[config.mk]
export PLATFORM = sky130hd
export DESIGN_NAME = external_pin_interrupt_unit
export DESIGN_NICKNAME = d
export VERILOG_FILES = /design/src/include/ext_irq_pkg.sv /design/src/verilog/pin_sync.sv /design/src/verilog/sense_detect.sv /design/src/verilog/external_pin_interrupt_unit.sv
export SDC_FILE = /design/constraint.sdc
export NUM_CORES = 1
export LEC_CHECK = 0
export ABC_CLOCK_PERIOD_IN_PS = 1700
export BUFFER_PORTS_ARGS = -buffer_cell sky130_fd_sc_hd__buf_2
export CAP_MARGIN = 20
export CORE_MARGIN = 10
export CORE_UTILIZATION = 23
export CTS_CLUSTER_SIZE = 12
export DETAILED_ROUTE_END_ITERATION = 12
export HOLD_SLACK_MARGIN = 0.12
export PLACE_DENSITY = 0.42
export SLEW_MARGIN = 20
export SYNTH_ARGS = -nofsm -noshare
export SYNTH_HDL_FRONTEND = slang
export SYNTH_HIERARCHICAL = 1
export SYNTH_SLANG_ARGS = --single-unit
[constraint.sdc]
create_clock -name pclk -period 1.7 [get_ports pclk]
set_input_delay 0.34 -clock pclk [delete_from_list [all_inputs] [get_ports pclk]]
set_output_delay 0.34 -clock pclk [all_outputs]
set_load 0.02 [all_outputs]
[src/include/ext_irq_pkg.sv]
// Package with register map, field layout and sense encodings of the external interrupt unit
package ext_irq_pkg;

  localparam int ADDR_W  = 10;
  localparam int DATA_W  = 32;
  localparam int REG_W   = 8;
  localparam int N_EXT   = 3;
  localparam int N_GRP   = 4;
  localparam int GRP_W   = 8;
  localparam int N_PCI   = N_GRP * GRP_W;
  localparam int SENSE_W = 2 * N_EXT;

  // Register indices; byte address is four times the index
  localparam logic [7:0] IDX_SENSE_CONTROL = 8'h69;
  localparam logic [7:0] IDX_MASK3         = 8'h73;
  localparam logic [7:0] IDX_MASK2         = 8'h6d;
  localparam logic [7:0] IDX_MASK1         = 8'h74;
  localparam logic [7:0] IDX_MASK0         = 8'h75;
  localparam logic [7:0] IDX_EXT_ENABLE    = 8'h40;
  localparam logic [7:0] IDX_EXT_FLAGS     = 8'h41;
  localparam logic [7:0] IDX_GRP_ENABLE    = 8'h42;
  localparam logic [7:0] IDX_GRP_FLAGS     = 8'h43;

  localparam logic [REG_W-1:0] RESET_VAL  = 8'h00;
  localparam logic [1:0]       BYTE_SHIFT = 2'h0;

  // Narrowest pin pulse that is always caught, one clock period at 40 MHz
  localparam int CLK_PERIOD_NS     = 25;
  localparam int MIN_PULSE_NS      = 25;
  localparam int MIN_PULSE_CYCLES  = (MIN_PULSE_NS + CLK_PERIOD_NS - 1) / CLK_PERIOD_NS;

  typedef enum logic [1:0] {
    SENSE_LOW  = 2'b00,
    SENSE_ANY  = 2'b01,
    SENSE_FALL = 2'b10,
    SENSE_RISE = 2'b11
  } sense_t;

endpackage

[src/verilog/pin_sync.sv]
// Module with a two flip-flop synchroniser for a bus of independent levels
`timescale 1ns/1ps
module pin_sync #(
  parameter int W = 8
) (
  input  wire logic         pclk,
  input  wire logic         presetn,
  input  wire logic [W-1:0] async_in,
  output logic      [W-1:0] sync_out
);

  logic [W-1:0] stage1_reg;

  // The first stage feeds only the second stage
  always_ff @(posedge pclk or negedge presetn) begin
    if (!presetn) begin
      stage1_reg <= '0;
      sync_out   <= '0;
    end else begin
      stage1_reg <= async_in;
      sync_out   <= stage1_reg;
    end
  end

endmodule

[src/verilog/sense_detect.sv]
// Module that decodes the sense selector of each external request pin
`timescale 1ns/1ps
module sense_detect #(
  parameter int N = 3
) (
  input  wire logic [2*N-1:0] sense_select,
  input  wire logic [N-1:0]   cur,
  input  wire logic [N-1:0]   prev,
  output logic      [N-1:0]   edge_fire,
  output logic      [N-1:0]   level_mode,
  output logic      [N-1:0]   level_low
);

  always_comb begin
    edge_fire  = '0;
    level_mode = '0;
    level_low  = '0;
    for (int i = 0; i < N; i++) begin
      unique case (ext_irq_pkg::sense_t'(sense_select[2*i +: 2]))
        ext_irq_pkg::SENSE_LOW: begin
          level_mode[i] = 1'b1;
          level_low[i]  = ~cur[i];
        end
        ext_irq_pkg::SENSE_ANY:  edge_fire[i] = cur[i] ^ prev[i];
        ext_irq_pkg::SENSE_FALL: edge_fire[i] = prev[i] & ~cur[i];
        ext_irq_pkg::SENSE_RISE: edge_fire[i] = cur[i] & ~prev[i];
      endcase
    end
  end

endmodule

[src/verilog/external_pin_interrupt_unit.sv]
// External pin and pin-change interrupt unit with an APB register slave
`timescale 1ns/1ps
// Notes on behaviour
// - Requests fire regardless of pin direction; software may drive its own pin.
// - Group 3 covers inputs 31:24, 2 covers 23:16, 1 15:8, 0 7:0.
// - Pin changes reach the wake output without needing the clock.
// - Sense select 00 low level, 01 any edge, 10 falling, 11 rising.
// - Enabled low-level sensing requests for as long as the pin stays low.
// - Low levels and edges on request pins wake without the clock.
// - Level gone before start-up ends gives a wake-up but no interrupt.
// - Top two bits of sense control read zero.
// - Request pin interrupts need both global flag and its enable bit.
// - Selected edge sets the pin flag; vector taken with global flag and enable.
// - Flags clear on vector entry and on writing one.
// - In level mode the pin flag is held cleared.
// - Sleep with request disabled cuts the input buffer; may set the flag.
// - Group requests need group enable and global flag; own vector each.
// - Only inputs whose mask bit is set feed the group request.
// - A masked change sets the group flag; vector when enabled globally.
// - Pulses wider than the minimum width always produce an interrupt.
// - Mask bit alone enables detection into the group flag; group enable gates request and wake; cleared mask disables it.
module external_pin_interrupt_unit #(
  parameter int N_EXT = ext_irq_pkg::N_EXT,
  parameter int N_GRP = ext_irq_pkg::N_GRP,
  parameter int GRP_W = ext_irq_pkg::GRP_W
) (
  input  wire logic                           pclk,
  input  wire logic                           presetn,
  input  wire logic                           psel,
  input  wire logic                           penable,
  input  wire logic                           pwrite,
  input  wire logic [ext_irq_pkg::ADDR_W-1:0] paddr,
  input  wire logic [ext_irq_pkg::DATA_W-1:0] pwdata,
  output logic      [ext_irq_pkg::DATA_W-1:0] prdata,
  output logic                                pready,
  output logic                                pslverr,
  input  wire logic [N_EXT-1:0]               external_request_pins,
  input  wire logic [N_GRP*GRP_W-1:0]         pin_change_inputs,
  input  wire logic                           global_int_enable,
  input  wire logic                           sleep_active,
  input  wire logic [N_EXT-1:0]               ext_vector_ack,
  input  wire logic [N_GRP-1:0]               grp_vector_ack,
  output logic      [N_EXT-1:0]               ext_irq,
  output logic      [N_GRP-1:0]               pin_change_group_request,
  output logic                                wake_request
);

  localparam int N_PC = N_GRP * GRP_W;

  // Byte address of a register index
  function automatic logic hit(input logic [ext_irq_pkg::ADDR_W-1:0] addr,
                               input logic [7:0]                     idx);
    hit = (addr == {idx, ext_irq_pkg::BYTE_SHIFT});
  endfunction

  // Widen an 8-bit register to the bus word, upper bits zero
  function automatic logic [ext_irq_pkg::DATA_W-1:0] word(input logic [7:0] v);
    word = {{(ext_irq_pkg::DATA_W - ext_irq_pkg::REG_W){1'b0}}, v};
  endfunction

  // Register file
  logic [2*N_EXT-1:0] sense_control_reg;
  logic [N_EXT-1:0]   external_request_enable_reg;
  logic [N_EXT-1:0]   external_request_flags_reg;
  logic [N_EXT-1:0]   external_request_flags_next;
  logic [N_GRP-1:0]   pin_change_group_enable_reg;
  logic [N_GRP-1:0]   pin_change_group_flags_reg;
  logic [N_GRP-1:0]   pin_change_group_flags_next;
  logic [N_PC-1:0]    group_mask_reg;
  logic [ext_irq_pkg::DATA_W-1:0] prdata_reg;
  logic               pslverr_reg;

  // Bus decode
  logic setup_phase;
  logic wr_access;
  logic mapped;
  logic [7:0] wbyte;

  assign setup_phase = psel & ~penable;
  assign wr_access   = psel & penable & pwrite;
  assign wbyte       = pwdata[ext_irq_pkg::REG_W-1:0];

  always_comb begin
    mapped = hit(paddr, ext_irq_pkg::IDX_SENSE_CONTROL) |
             hit(paddr, ext_irq_pkg::IDX_EXT_ENABLE)    |
             hit(paddr, ext_irq_pkg::IDX_EXT_FLAGS)     |
             hit(paddr, ext_irq_pkg::IDX_GRP_ENABLE)    |
             hit(paddr, ext_irq_pkg::IDX_GRP_FLAGS)     |
             hit(paddr, ext_irq_pkg::IDX_MASK0)         |
             hit(paddr, ext_irq_pkg::IDX_MASK1)         |
             hit(paddr, ext_irq_pkg::IDX_MASK2)         |
             hit(paddr, ext_irq_pkg::IDX_MASK3);
  end

  // Input buffer of a disabled request pin is cut during sleep and reads low
  logic [N_EXT-1:0] ext_buffered;
  logic [N_EXT-1:0] buffer_cut;

  assign buffer_cut   = {N_EXT{sleep_active}} & ~external_request_enable_reg;
  assign ext_buffered = external_request_pins & ~buffer_cut;

  // Pins are sampled whatever their port direction, so a driven pin still fires
  logic [N_EXT-1:0] ext_sync;
  logic [N_PC-1:0]  pc_sync;

  pin_sync #(
    .W (N_EXT)
  ) u_ext_sync (
    .pclk     (pclk),
    .presetn  (presetn),
    .async_in (ext_buffered),
    .sync_out (ext_sync)
  );

  pin_sync #(
    .W (N_PC)
  ) u_pc_sync (
    .pclk     (pclk),
    .presetn  (presetn),
    .async_in (pin_change_inputs),
    .sync_out (pc_sync)
  );

  // Previous synchronised values, for edge and change detection
  logic [N_EXT-1:0] ext_prev_reg;
  logic [N_PC-1:0]  pc_prev_reg;

  always_ff @(posedge pclk or negedge presetn) begin
    if (!presetn) begin
      ext_prev_reg <= '0;
      pc_prev_reg  <= '0;
    end else begin
      ext_prev_reg <= ext_sync;
      pc_prev_reg  <= pc_sync;
    end
  end

  // Sync and previous stages hold reset zeros for a few edges; a pin idling high
  // would look like an edge then, so detection waits until they are filled
  localparam int SETTLE_EDGES = 3;

  logic [SETTLE_EDGES-1:0] settle_reg;
  logic                    armed;

  always_ff @(posedge pclk or negedge presetn) begin
    if (!presetn) begin
      settle_reg <= '0;
    end else begin
      settle_reg <= {settle_reg[SETTLE_EDGES-2:0], 1'b1};
    end
  end

  assign armed = settle_reg[SETTLE_EDGES-1];

  // Sense decode of the external request pins
  logic [N_EXT-1:0] edge_fire;
  logic [N_EXT-1:0] level_mode;
  logic [N_EXT-1:0] level_low;

  sense_detect #(
    .N (N_EXT)
  ) u_sense_detect (
    .sense_select (sense_control_reg),
    .cur          (ext_sync),
    .prev         (ext_prev_reg),
    .edge_fire    (edge_fire),
    .level_mode   (level_mode),
    .level_low    (level_low)
  );

  // Masked changes per group
  logic [N_PC-1:0]  pc_change;
  logic [N_GRP-1:0] grp_change;

  assign pc_change = (pc_sync ^ pc_prev_reg) & group_mask_reg;

  always_comb begin
    for (int g = 0; g < N_GRP; g++) begin
      grp_change[g] = |pc_change[g*GRP_W +: GRP_W];
    end
  end

  // Write-one clear strobes
  logic [N_EXT-1:0] ext_w1c;
  logic [N_GRP-1:0] grp_w1c;

  assign ext_w1c = (wr_access && hit(paddr, ext_irq_pkg::IDX_EXT_FLAGS)) ?
                   wbyte[N_EXT-1:0] : '0;
  assign grp_w1c = (wr_access && hit(paddr, ext_irq_pkg::IDX_GRP_FLAGS)) ?
                   wbyte[N_GRP-1:0] : '0;

  // Vector entry and a write of one clear alike
  logic [N_EXT-1:0] ext_clear;
  logic [N_GRP-1:0] grp_clear;

  assign ext_clear = ext_w1c | ext_vector_ack;
  assign grp_clear = grp_w1c | grp_vector_ack;

  // Events are held off until the sampling stages carry real pin values
  logic [N_EXT-1:0] ext_event;
  logic [N_GRP-1:0] grp_event;

  assign ext_event = edge_fire & {N_EXT{armed}};
  assign grp_event = grp_change & {N_GRP{armed}};

  // A set in the same cycle as a clear wins, so no event is lost
  always_comb begin
    external_request_flags_next = (external_request_flags_reg & ~ext_clear) |
                                  ext_event;
    external_request_flags_next = external_request_flags_next & ~level_mode;
    pin_change_group_flags_next = (pin_change_group_flags_reg & ~grp_clear) |
                                  grp_event;
  end

  always_ff @(posedge pclk or negedge presetn) begin
    if (!presetn) begin
      external_request_flags_reg <= '0;
      pin_change_group_flags_reg <= '0;
    end else begin
      external_request_flags_reg <= external_request_flags_next;
      pin_change_group_flags_reg <= pin_change_group_flags_next;
    end
  end

  // Control registers, written at the access edge
  always_ff @(posedge pclk or negedge presetn) begin
    if (!presetn) begin
      sense_control_reg           <= ext_irq_pkg::RESET_VAL[2*N_EXT-1:0];
      external_request_enable_reg <= ext_irq_pkg::RESET_VAL[N_EXT-1:0];
      pin_change_group_enable_reg <= ext_irq_pkg::RESET_VAL[N_GRP-1:0];
    end else if (wr_access) begin
      if (hit(paddr, ext_irq_pkg::IDX_SENSE_CONTROL)) begin
        sense_control_reg <= wbyte[2*N_EXT-1:0];
      end
      if (hit(paddr, ext_irq_pkg::IDX_EXT_ENABLE)) begin
        external_request_enable_reg <= wbyte[N_EXT-1:0];
      end
      if (hit(paddr, ext_irq_pkg::IDX_GRP_ENABLE)) begin
        pin_change_group_enable_reg <= wbyte[N_GRP-1:0];
      end
    end
  end

  // Mask registers, one byte per group
  always_ff @(posedge pclk or negedge presetn) begin
    if (!presetn) begin
      group_mask_reg <= '0;
    end else if (wr_access) begin
      if (hit(paddr, ext_irq_pkg::IDX_MASK0)) begin
        group_mask_reg[0*GRP_W +: GRP_W] <= wbyte;
      end
      if (hit(paddr, ext_irq_pkg::IDX_MASK1)) begin
        group_mask_reg[1*GRP_W +: GRP_W] <= wbyte;
      end
      if (hit(paddr, ext_irq_pkg::IDX_MASK2)) begin
        group_mask_reg[2*GRP_W +: GRP_W] <= wbyte;
      end
      if (hit(paddr, ext_irq_pkg::IDX_MASK3)) begin
        group_mask_reg[3*GRP_W +: GRP_W] <= wbyte;
      end
    end
  end

  // Read data is captured in the setup cycle so pready can stay high
  logic [7:0] read_byte;

  always_comb begin
    read_byte = '0;
    if (hit(paddr, ext_irq_pkg::IDX_SENSE_CONTROL)) begin
      read_byte[2*N_EXT-1:0] = sense_control_reg;
    end else if (hit(paddr, ext_irq_pkg::IDX_EXT_ENABLE)) begin
      read_byte[N_EXT-1:0] = external_request_enable_reg;
    end else if (hit(paddr, ext_irq_pkg::IDX_EXT_FLAGS)) begin
      read_byte[N_EXT-1:0] = external_request_flags_reg;
    end else if (hit(paddr, ext_irq_pkg::IDX_GRP_ENABLE)) begin
      read_byte[N_GRP-1:0] = pin_change_group_enable_reg;
    end else if (hit(paddr, ext_irq_pkg::IDX_GRP_FLAGS)) begin
      read_byte[N_GRP-1:0] = pin_change_group_flags_reg;
    end else if (hit(paddr, ext_irq_pkg::IDX_MASK0)) begin
      read_byte = group_mask_reg[0*GRP_W +: GRP_W];
    end else if (hit(paddr, ext_irq_pkg::IDX_MASK1)) begin
      read_byte = group_mask_reg[1*GRP_W +: GRP_W];
    end else if (hit(paddr, ext_irq_pkg::IDX_MASK2)) begin
      read_byte = group_mask_reg[2*GRP_W +: GRP_W];
    end else if (hit(paddr, ext_irq_pkg::IDX_MASK3)) begin
      read_byte = group_mask_reg[3*GRP_W +: GRP_W];
    end
  end

  always_ff @(posedge pclk or negedge presetn) begin
    if (!presetn) begin
      prdata_reg  <= '0;
      pslverr_reg <= 1'b0;
    end else if (setup_phase) begin
      prdata_reg  <= pwrite ? '0 : word(read_byte);
      pslverr_reg <= ~mapped;
    end
  end

  assign prdata  = prdata_reg;
  assign pslverr = pslverr_reg & psel & penable;
  assign pready  = 1'b1;

  // Level mode requests straight from the pin: a level that has gone wakes only
  logic [N_EXT-1:0] level_req;
  logic [N_EXT-1:0] edge_req;

  assign level_req = level_mode & level_low;
  assign edge_req  = ~level_mode & external_request_flags_reg;

  // Interrupt requests toward the vector logic
  always_comb begin
    ext_irq = {N_EXT{global_int_enable}} & external_request_enable_reg &
              (level_req | edge_req);
    pin_change_group_request = pin_change_group_flags_reg &
                               pin_change_group_enable_reg &
                               {N_GRP{global_int_enable}};
  end

  // Wake path uses the raw pins so it works while the clock is stopped
  logic [N_EXT-1:0] wake_ext;
  logic [N_PC-1:0]  grp_en_wide;
  logic [N_PC-1:0]  wake_pc;
  logic [N_GRP-1:0] wake_grp;

  always_comb begin
    for (int g = 0; g < N_GRP; g++) begin
      grp_en_wide[g*GRP_W +: GRP_W] = {GRP_W{pin_change_group_enable_reg[g]}};
    end
    for (int i = 0; i < N_EXT; i++) begin
      wake_ext[i] = external_request_enable_reg[i] &
                    (level_mode[i] ? ~ext_buffered[i]
                                   : (ext_buffered[i] ^ ext_sync[i]));
    end
    wake_pc = (pin_change_inputs ^ pc_sync) & group_mask_reg & grp_en_wide;
    for (int g = 0; g < N_GRP; g++) begin
      wake_grp[g] = |wake_pc[g*GRP_W +: GRP_W];
    end
  end

  assign wake_request = |wake_ext | |wake_grp;

endmodule

==> results of run 1 <==
==> cell families after synthesis <==
kind of cell | after synthesis | synth area share (%)
and+or+nand+nor | 124 | 10.2
muxes | 53 | 8.42
AOI/OAI and AO/OA | 100 | 9.97
adders and majority gates | 6 | 1.02
xor gates and xnor gates | 66 | 7.89
buffers and inverters | 58 | 4.68
other | 2 | 0.102
DFF | 169 | 57.7
==> cells in the final DEF, fill, tap and decap left out, types with 3 or more instances in the layout <==
cell / Yosys / final
a22oi_1: 36 / 34
dfrtp_1: 169 / 169
conb_1: 2 / 26
a21oi_1: 8 / 8
buf_4: 26 / 137
nand4_1: 18 / 18
o22ai_1: 4 / 4
inv_6: 0 / 3
buf_6: 1 / 9
mux2_4: 8 / 12
nor2b_1: 10 / 10
a32oi_1: 3 / 3
buf_2: 3 / 76
nor3_4: 2 / 3
nand2b_1: 6 / 6
and2_1: 6 / 6
mux2_2: 36 / 32
and3_4: 1 / 3
mux2i_1: 8 / 8
ha_1: 6 / 6
a32o_1: 6 / 6
nor3_2: 2 / 5
nor2_2: 0 / 3
a221oi_2: 0 / 3
o211ai_1: 4 / 4
a21boi_0: 4 / 4
nand2_1: 24 / 24
inv_1: 20 / 20
clkinvlp_4: 0 / 3
clkinv_4: 0 / 3
clkbuf_16: 0 / 17
and3_1: 7 / 5
nor2_1: 18 / 14
xor2_1: 64 / 64
o21ai_0: 15 / 10
o21ai_1: 0 / 5
dlygate4sd3_1: 0 / 33
a221oi_1: 6 / 3
nand3_1: 8 / 7
buf_12: 1 / 5
==> power by group through the flow <==
stage / Sequential, µW / Clock [µW] / Combinational, µW
finish: 4230 / 3930 / 791
CTS: 4230 / 4050 / 803
global placement: 4310 / 0 / 734
floorplan: 4310 / 0 / 318
detailed placement: 4310 / 0 / 737
global route: 4250 / 4230 / 879
==> how the worst max path moves through the flow <==
stage	cells after the start	slack [ns]	endpoint
2_1_floorplan	6	-0.35	group_mask_reg[10]
3_3_place_gp	8	-0.65	wake_request
3_5_place_dp	8	-0.63	wake_request
4_1_cts	7	-0.97	wake_request
5_1_grt	7	-1.05	wake_request
6_report	7	-0.87	wake_request
==> through the flow <==
stage | util [%] | TNS [ns] | total power [µW] | instance area [µm²]
floorplan | - | -5.30 | 4620 | 7530
global placement | 29.4 | -14.95 | 5040 | 9250
finish | 32.7 | -1.24 | 8950 | 10300
global route | 32.7 | -1.66 | 9360 | 10300
detailed placement | 29.4 | -14.93 | 5050 | 9250
CTS | 32.5 | -1.51 | 9080 | 10200
==> layer usage <==
| metal | vias up | share of wire (%) | global-route usage [%] |
|---|---|---|---|
| met4 | 6 | 1.1 | 2.88 |
| li1 | 2557 | - | - |
| met3 | 23 | 4.4 | 2.96 |
| met1 | 2644 | 47 | 15.8 |
| met5 | - | 0.15 | 0 |
| met2 | 92 | 47 | 19.1 |
==> cell type report <==
class / instances / area [µm²] / share of cell area (%)
clock buffer: 19 / 443 / 4.30
clock inverter: 13 / 145 / 1.41
inverter: 20 / 75.1 / 0.729
multi-input combinational: 375 / 2970 / 28.8
sequential: 169 / 4230 / 41.0
tap: 402 / 503 / 4.88
timing repair buffer: 260 / 1940 / 18.8
==> what timing repair did <==
| action | 4_1_cts | 5_1_grt |
|---|---|---|
| hold endpoints to repair | 62 | 0 |
| setup endpoints to repair | 6 | 5 |
| setup buffers | 1 | 6 |
| resized for setup | 19 | 5 |
| hold buffers | 33 | 0 |
| pin swaps | 7 | 8 |
==> key figures, run 1 <==
Timing
  • RSZ-0062 raised after global routing: true
  • Hold WS: about 0.15 ns
  • Least-Margin Pin Slew: ~0.51 ns
  • Fmax: between 300 and 400 MHz
  • Final min period: about 2.6 ns
  • Fin Clk Skew: about 0.0092 ns
  • Fin crit share: 151%
  • Endpoints failing setup: 4
  • Final hold vios: 0
  • Setup ws final: -0.872 ns
  • Slew Limit Headroom: approximately 65%
  • Slew Viols, Final: 0

Route
  • DR WL/cell: around 18 µm
  • Via count: around 5300
  • DRT antenna net count: 0
  • TritonRoute pass-1 iters: 5
  • Vias per inst: 4.23
  • DRC viols: 0
  • Routed WL: 22900 µm
  • Starting DRT DRC Count: approximately 290

Finish
  • N_diodes: 0
  • Layout cells sized above 1: 39.0%
  • Nets: 940
  • Layout area overhead: 40.6%
  • Fin cells: roughly 1300
  • Number of fill cells: approximately 3200

Outcome
  • Failing checks: setup timing
  • Outcome: finished, violations left

GRT
  • Initial antenna violation count: 3
  • Largest net degree at the start of global routing: 44
  • Gr usage total: between 10% and 20%
  • Global-route wire length before repair: 35100 µm
  • Vias in the first global route: around 5800
  • GRT overflow: 0

Synthesis
  • Yosys cell types: 58
  • Post-synth EDFFs: 0
  • Yosys top cell area share: ~58%
  • Flops & latches, synth: approximately 170
  • Ys async rst share: 100%
  • Commonest cells in the netlist: dfrtp_1, xor2_1, a22oi_1, mux2_2, buf_4
  • Post-synthesis sequential area ratio: about 58%
  • Cell taking the most area after synthesis: dfrtp_1
  • Syn_area_per_cell: ~13 µm²
  • Main synth FF type: dfrtp_1
  • Post-synthesis cell count: slightly below 600
  • Most common cell in the synthesized netlist: dfrtp_1
  • Mapped Area: between 7000 and 8000 µm²
  • Syn. warnings: 6
  • Ranking of synthesized cells by area: dfrtp_1, xor2_1, mux2_2, a22oi_1, buf_4

Clock network
  • Clk_lat worst skew: roughly 0.43 ns
  • Clk buf depth: 2
  • # clock sinks: 169
  • CTS H-tree depth: 4
  • Root Driver: clkbuf_16
  • Num CTS Buffers: 17
  • CTS clk-pin slew, worst paths: 0.06 ns
  • CTS tree: yes

Setup path
  • Worst Setup SP: u_pc_sync/sync_out[22]
  • CP required: about 1.4 ns
  • Crit-path max cell delay: between 0.3 and 0.4 ns
  • FF-to-FF End: pin_change_group_flags_reg[2]
  • Cells along the critical path: xor2_1 -> a22oi_2 -> nand4_1 -> a222oi_1 -> buf_4 -> nand4_1 -> buf_6
  • Most frequent CP cell: nand4_1
  • CP arrival: ~2.2 ns
  • Setup crit end kind: output port
  • Max stage delay cell, worst path: dfrtp_1
  • Crit-path leading delay family: compound AO/OA/AOI/OAI gates
  • Kind of critical path: reg -> out
  • Max FO, Critical Path: 2
  • R2R Setup Slk: approximately 0.15 ns
  • Startpoint Class: flip-flop
  • Worst flop-to-flop path startpoint: u_pc_sync/sync_out[17]
  • CP bufs+invs: 2
  • R2r worst-path depth: 6

Hold path
  • Hold Startpoint: sleep_active
  • Hold EP: u_ext_sync/stage1_reg[1]
  • Hold Path Depth: 2
  • Hold crit path type: in -> reg

Power and ir drop
  • Cell Pwr Density: just under 900 nW/µm²
  • Combinational power share: 8.8%
  • Sw Share: between 20% and 30%
  • Net Sw Power: approximately 2200 µW
  • Clock power share: 43.9%
  • Pint: 6730 µW
  • Peak VDD IR: roughly 0.65 mV
  • Sequential share of power: between 40% and 50%
  • P_leak: just under 0.005 µW

Job
  • Max-cap viol count: 0

Floorplanning
  • Number of I/O pins: about 130
  • Initial Utilization: 23.3%
  • Core box area: 31500 µm²
  • Die area: 39400 µm²
  • Die H: 199 µm
  • Num rows: 65
  • Die X: 199 µm

Placed design
  • Pre-CTS WS: -0.626 ns
  • RePlAce Congestion: ~0.9
  • Hpwl dp: about 18000 µm
  • Cell Count Post-Placement: between 1000 and 1500
  • Port bufs: 83
(Power assumes the default switching activity.)
==> run 2, diff against run 1 <==
- PLACE_DENSITY: 0.42 -> 0.47
==> run 2 against run 1 <==
  * The run still ends with setup timing left
  * Critical path type unchanged
  * Via count up 0.49%
  * Largest cell class unchanged
  * Global-route usage is 0.055 points lower
  * Worst setup slack improved by 0.026 ns
==> key figures, run 2 (synthesized netlist as in run 1, its figures left out) <==
Setup path
  • CP arrival: 2.21 ns (was 2.23 ns)
  • Worst flop-to-flop path startpoint: u_ext_sync/sync_out[0] (was u_pc_sync/sync_out[17])
  • Worst Setup SP: u_pc_sync/sync_out[22] (unchanged)
  • R2r worst-path depth: 6 (unchanged)
  • Setup crit end kind: output port (unchanged)
  • FF-to-FF End: external_request_flags_reg[0] (was pin_change_group_flags_reg[2])
  • Startpoint Class: flip-flop (unchanged)
  • Kind of critical path: reg -> out (unchanged)
  • CP endpoint: wake_request (unchanged)
  • Max FO, Critical Path: 2 (unchanged)
  • R2R Setup Slk: 0.20 ns (was 0.15 ns)
  • CP required: 1.36 ns (about the same)

Floorplanning
  • Number of I/O pins: 133 (unchanged)
  • Initial Utilization: 23.3% (unchanged)
  • Die area: 39400 µm² (unchanged)
  • Num rows: 65 (unchanged)
  • Core box area: 31500 µm² (unchanged)
  • Die X: 199 µm (unchanged)
  • Die H: 199 µm (unchanged)

Route
  • Routed WL: 22900 µm (about the same)
  • Vias per inst: 4.29 (was 4.23)
  • Via count: 5348 (was 5322)
  • DRC viols: 0 (unchanged)
  • TritonRoute pass-1 iters: 6 (was 5)
  • DRT antenna net count: 0 (unchanged)
  • Starting DRT DRC Count: 322 (was 294)
  • DR WL/cell: 18.4 µm (was 18.2 µm)

Clock network
  • CTS tree: yes (unchanged)
  • Root Driver: clkbuf_16 (unchanged)
  • # clock sinks: 169 (unchanged)
  • CTS H-tree depth: 4 (unchanged)
  • Num CTS Buffers: 17 (unchanged)
  • Clk_lat worst skew: 0.43 ns (about the same)
  • Clk buf depth: 2 (unchanged)
  • CTS clk-pin slew, worst paths: 0.07 ns (was 0.06 ns)

Finish
  • Register Area: 4230 µm² (unchanged)
  • Layout cells sized above 1: 37.8% (was 39.0%)
  • Most common cell after layout, fill and taps aside: dfrtp_1 (unchanged)
  • End-of-flow core utilization: 32.4% (was 32.7%)
  • Most frequent cells in the layout: dfrtp_1, buf_4, buf_2, xor2_1, a22oi_1 (unchanged)
  • Area occupied by multi-input gates: 2960 µm² (was 2970 µm²)
  • Fin cells: 1247 (was 1258)
  • Layout area overhead: 39.2% (was 40.6%)
  • Nets: 928 (was 940)
  • Number of fill cells: 3177 (was 3228)

Timing
  • Final hold vios: 0 (unchanged)
  • Fmax: 393 MHz (was 389 MHz)
  • Fin crit share: 150% (was 151%)
  • Hold WS: 0.154 ns (was 0.146 ns)
  • RSZ-0062 raised after global routing: true (unchanged)
  • Final min period: 2.55 ns (was 2.57 ns)
  • Endpoints failing setup: 4 (unchanged)
  • Setup_tns: -1.28 ns (was -1.24 ns)
  • Setup ws final: -0.845 ns (was -0.872 ns)
  • Slew Viols, Final: 0 (unchanged)
  • Fin Clk Skew: 0.00964 ns (was 0.00922 ns)

Placed design
  • RePlAce Congestion: 0.894 (was 0.884)
  • Pre-CTS WS: -0.530 ns (was -0.626 ns)
  • Port bufs: 83 (unchanged)
  • Hpwl dp: 17500 µm (was 17700 µm)
  • Cell Count Post-Placement: 1175 (was 1186)

GRT
  • Largest net degree at the start of global routing: 59 (was 44)
  • Gr usage total: 11.9% (about the same)
  • Initial antenna violation count: 2 (was 3)
  • Vias in the first global route: 5878 (was 5768)
  • Global-route wire length before repair: 35200 µm (was 35100 µm)
  • GRT overflow: 0 (unchanged)

Job
  • Max-cap viol count: 0 (unchanged)

Power and ir drop
  • P_leak: 0.00477 µW (was 0.00482 µW)
  • Peak VDD IR: 0.471 mV (was 0.655 mV)
  • Cell Pwr Density: 886 nW/µm² (was 869 nW/µm²)

Hold path
  • Hold crit path type: in -> reg (unchanged)

Outcome
  • Failing checks: setup timing (unchanged)
  • Outcome: finished, violations left (unchanged)
## run 2: cell count changes in the layout (fill, tap and decap cells not counted), moves of 2 or more
cell	change
buf_4	-11
inv_8	+4
a22oi_1	+2
a22oi_2	-2
and3_1	+2
and3_4	-2
buf_2	+2
buf_6	-2
clkinv_2	-2
clkinvlp_4	-2
## run 2: cell type report
cell class / instances / share of cell area [%]
inverter: 20 / 0.736
tap: 402 / 4.93
multi-input combinational: 375 / 29.0
timing repair buffer: 248 / 17.9
clock buffer: 18 / 4.21
sequential: 169 / 41.5
antenna: 1 / 0.0245
clock inverter: 14 / 1.78
## run 2: worst min path at each step
stage / start / end / slack [ns] / cells past startpoint
6_report: sleep_active / u_ext_sync/stage1_reg[0] / 0.15 / 2
5_1_grt: sleep_active / u_ext_sync/stage1_reg[1] / 0.15 / 2
4_1_cts: sleep_active / u_ext_sync/stage1_reg[2] / 0.14 / 2
3_5_place_dp: presetn / u_pc_sync/stage1_reg[19] / 0.26 / 1
3_3_place_gp: presetn / u_pc_sync/stage1_reg[19] / 0.26 / 1
2_1_floorplan: presetn / ext_prev_reg[0] / 0.04 / 0
## run 2: critical path, stage by stage, from the launching register on
cell      delay, ns
dfrtp_1        0.39
xor2_1         0.15
a22oi_1        0.21
nand4_1        0.22
a222oi_1       0.36
buf_4          0.18
nand4_1        0.11
buf_6          0.17
## run 2: per-stage QoR
step	power, µW	instance area [µm²]
6_report	9040	10200
4_1_cts	9160	10200
2_1_floorplan	4620	7530
5_1_grt	9440	10200
3_3_place_gp	5020	9150
3_5_place_dp	5030	9150
## run 2: repair_timing
item | 4_1_cts | 5_1_grt
buffers inserted | 2 | 4
resized for setup | 14 | 3
pin swaps | 4 | 5
setup endpoints to repair | 4 | 5
hold buffers | 33 | 0
hold endpoints to repair | 62 | 0
## run 2: power breakdown
group | leakage [µW] | internal [µW] | switching, µW
clock | 0.000297 | 2240 | 1790
sequential | 0.00210 | 4160 | 77.4
combinational | 0.00237 | 334 | 433
## run 2: layer usage
layer / global-route usage, % / part of all wire (%) / vias up
met2: 19.5 / 48 / 109
met5: 0 / 0.031 / -
li1: - / - / 2542
met3: 2.50 / 4.2 / 17
met4: 3.59 / 1.6 / 2
met1: 15.4 / 46 / 2678
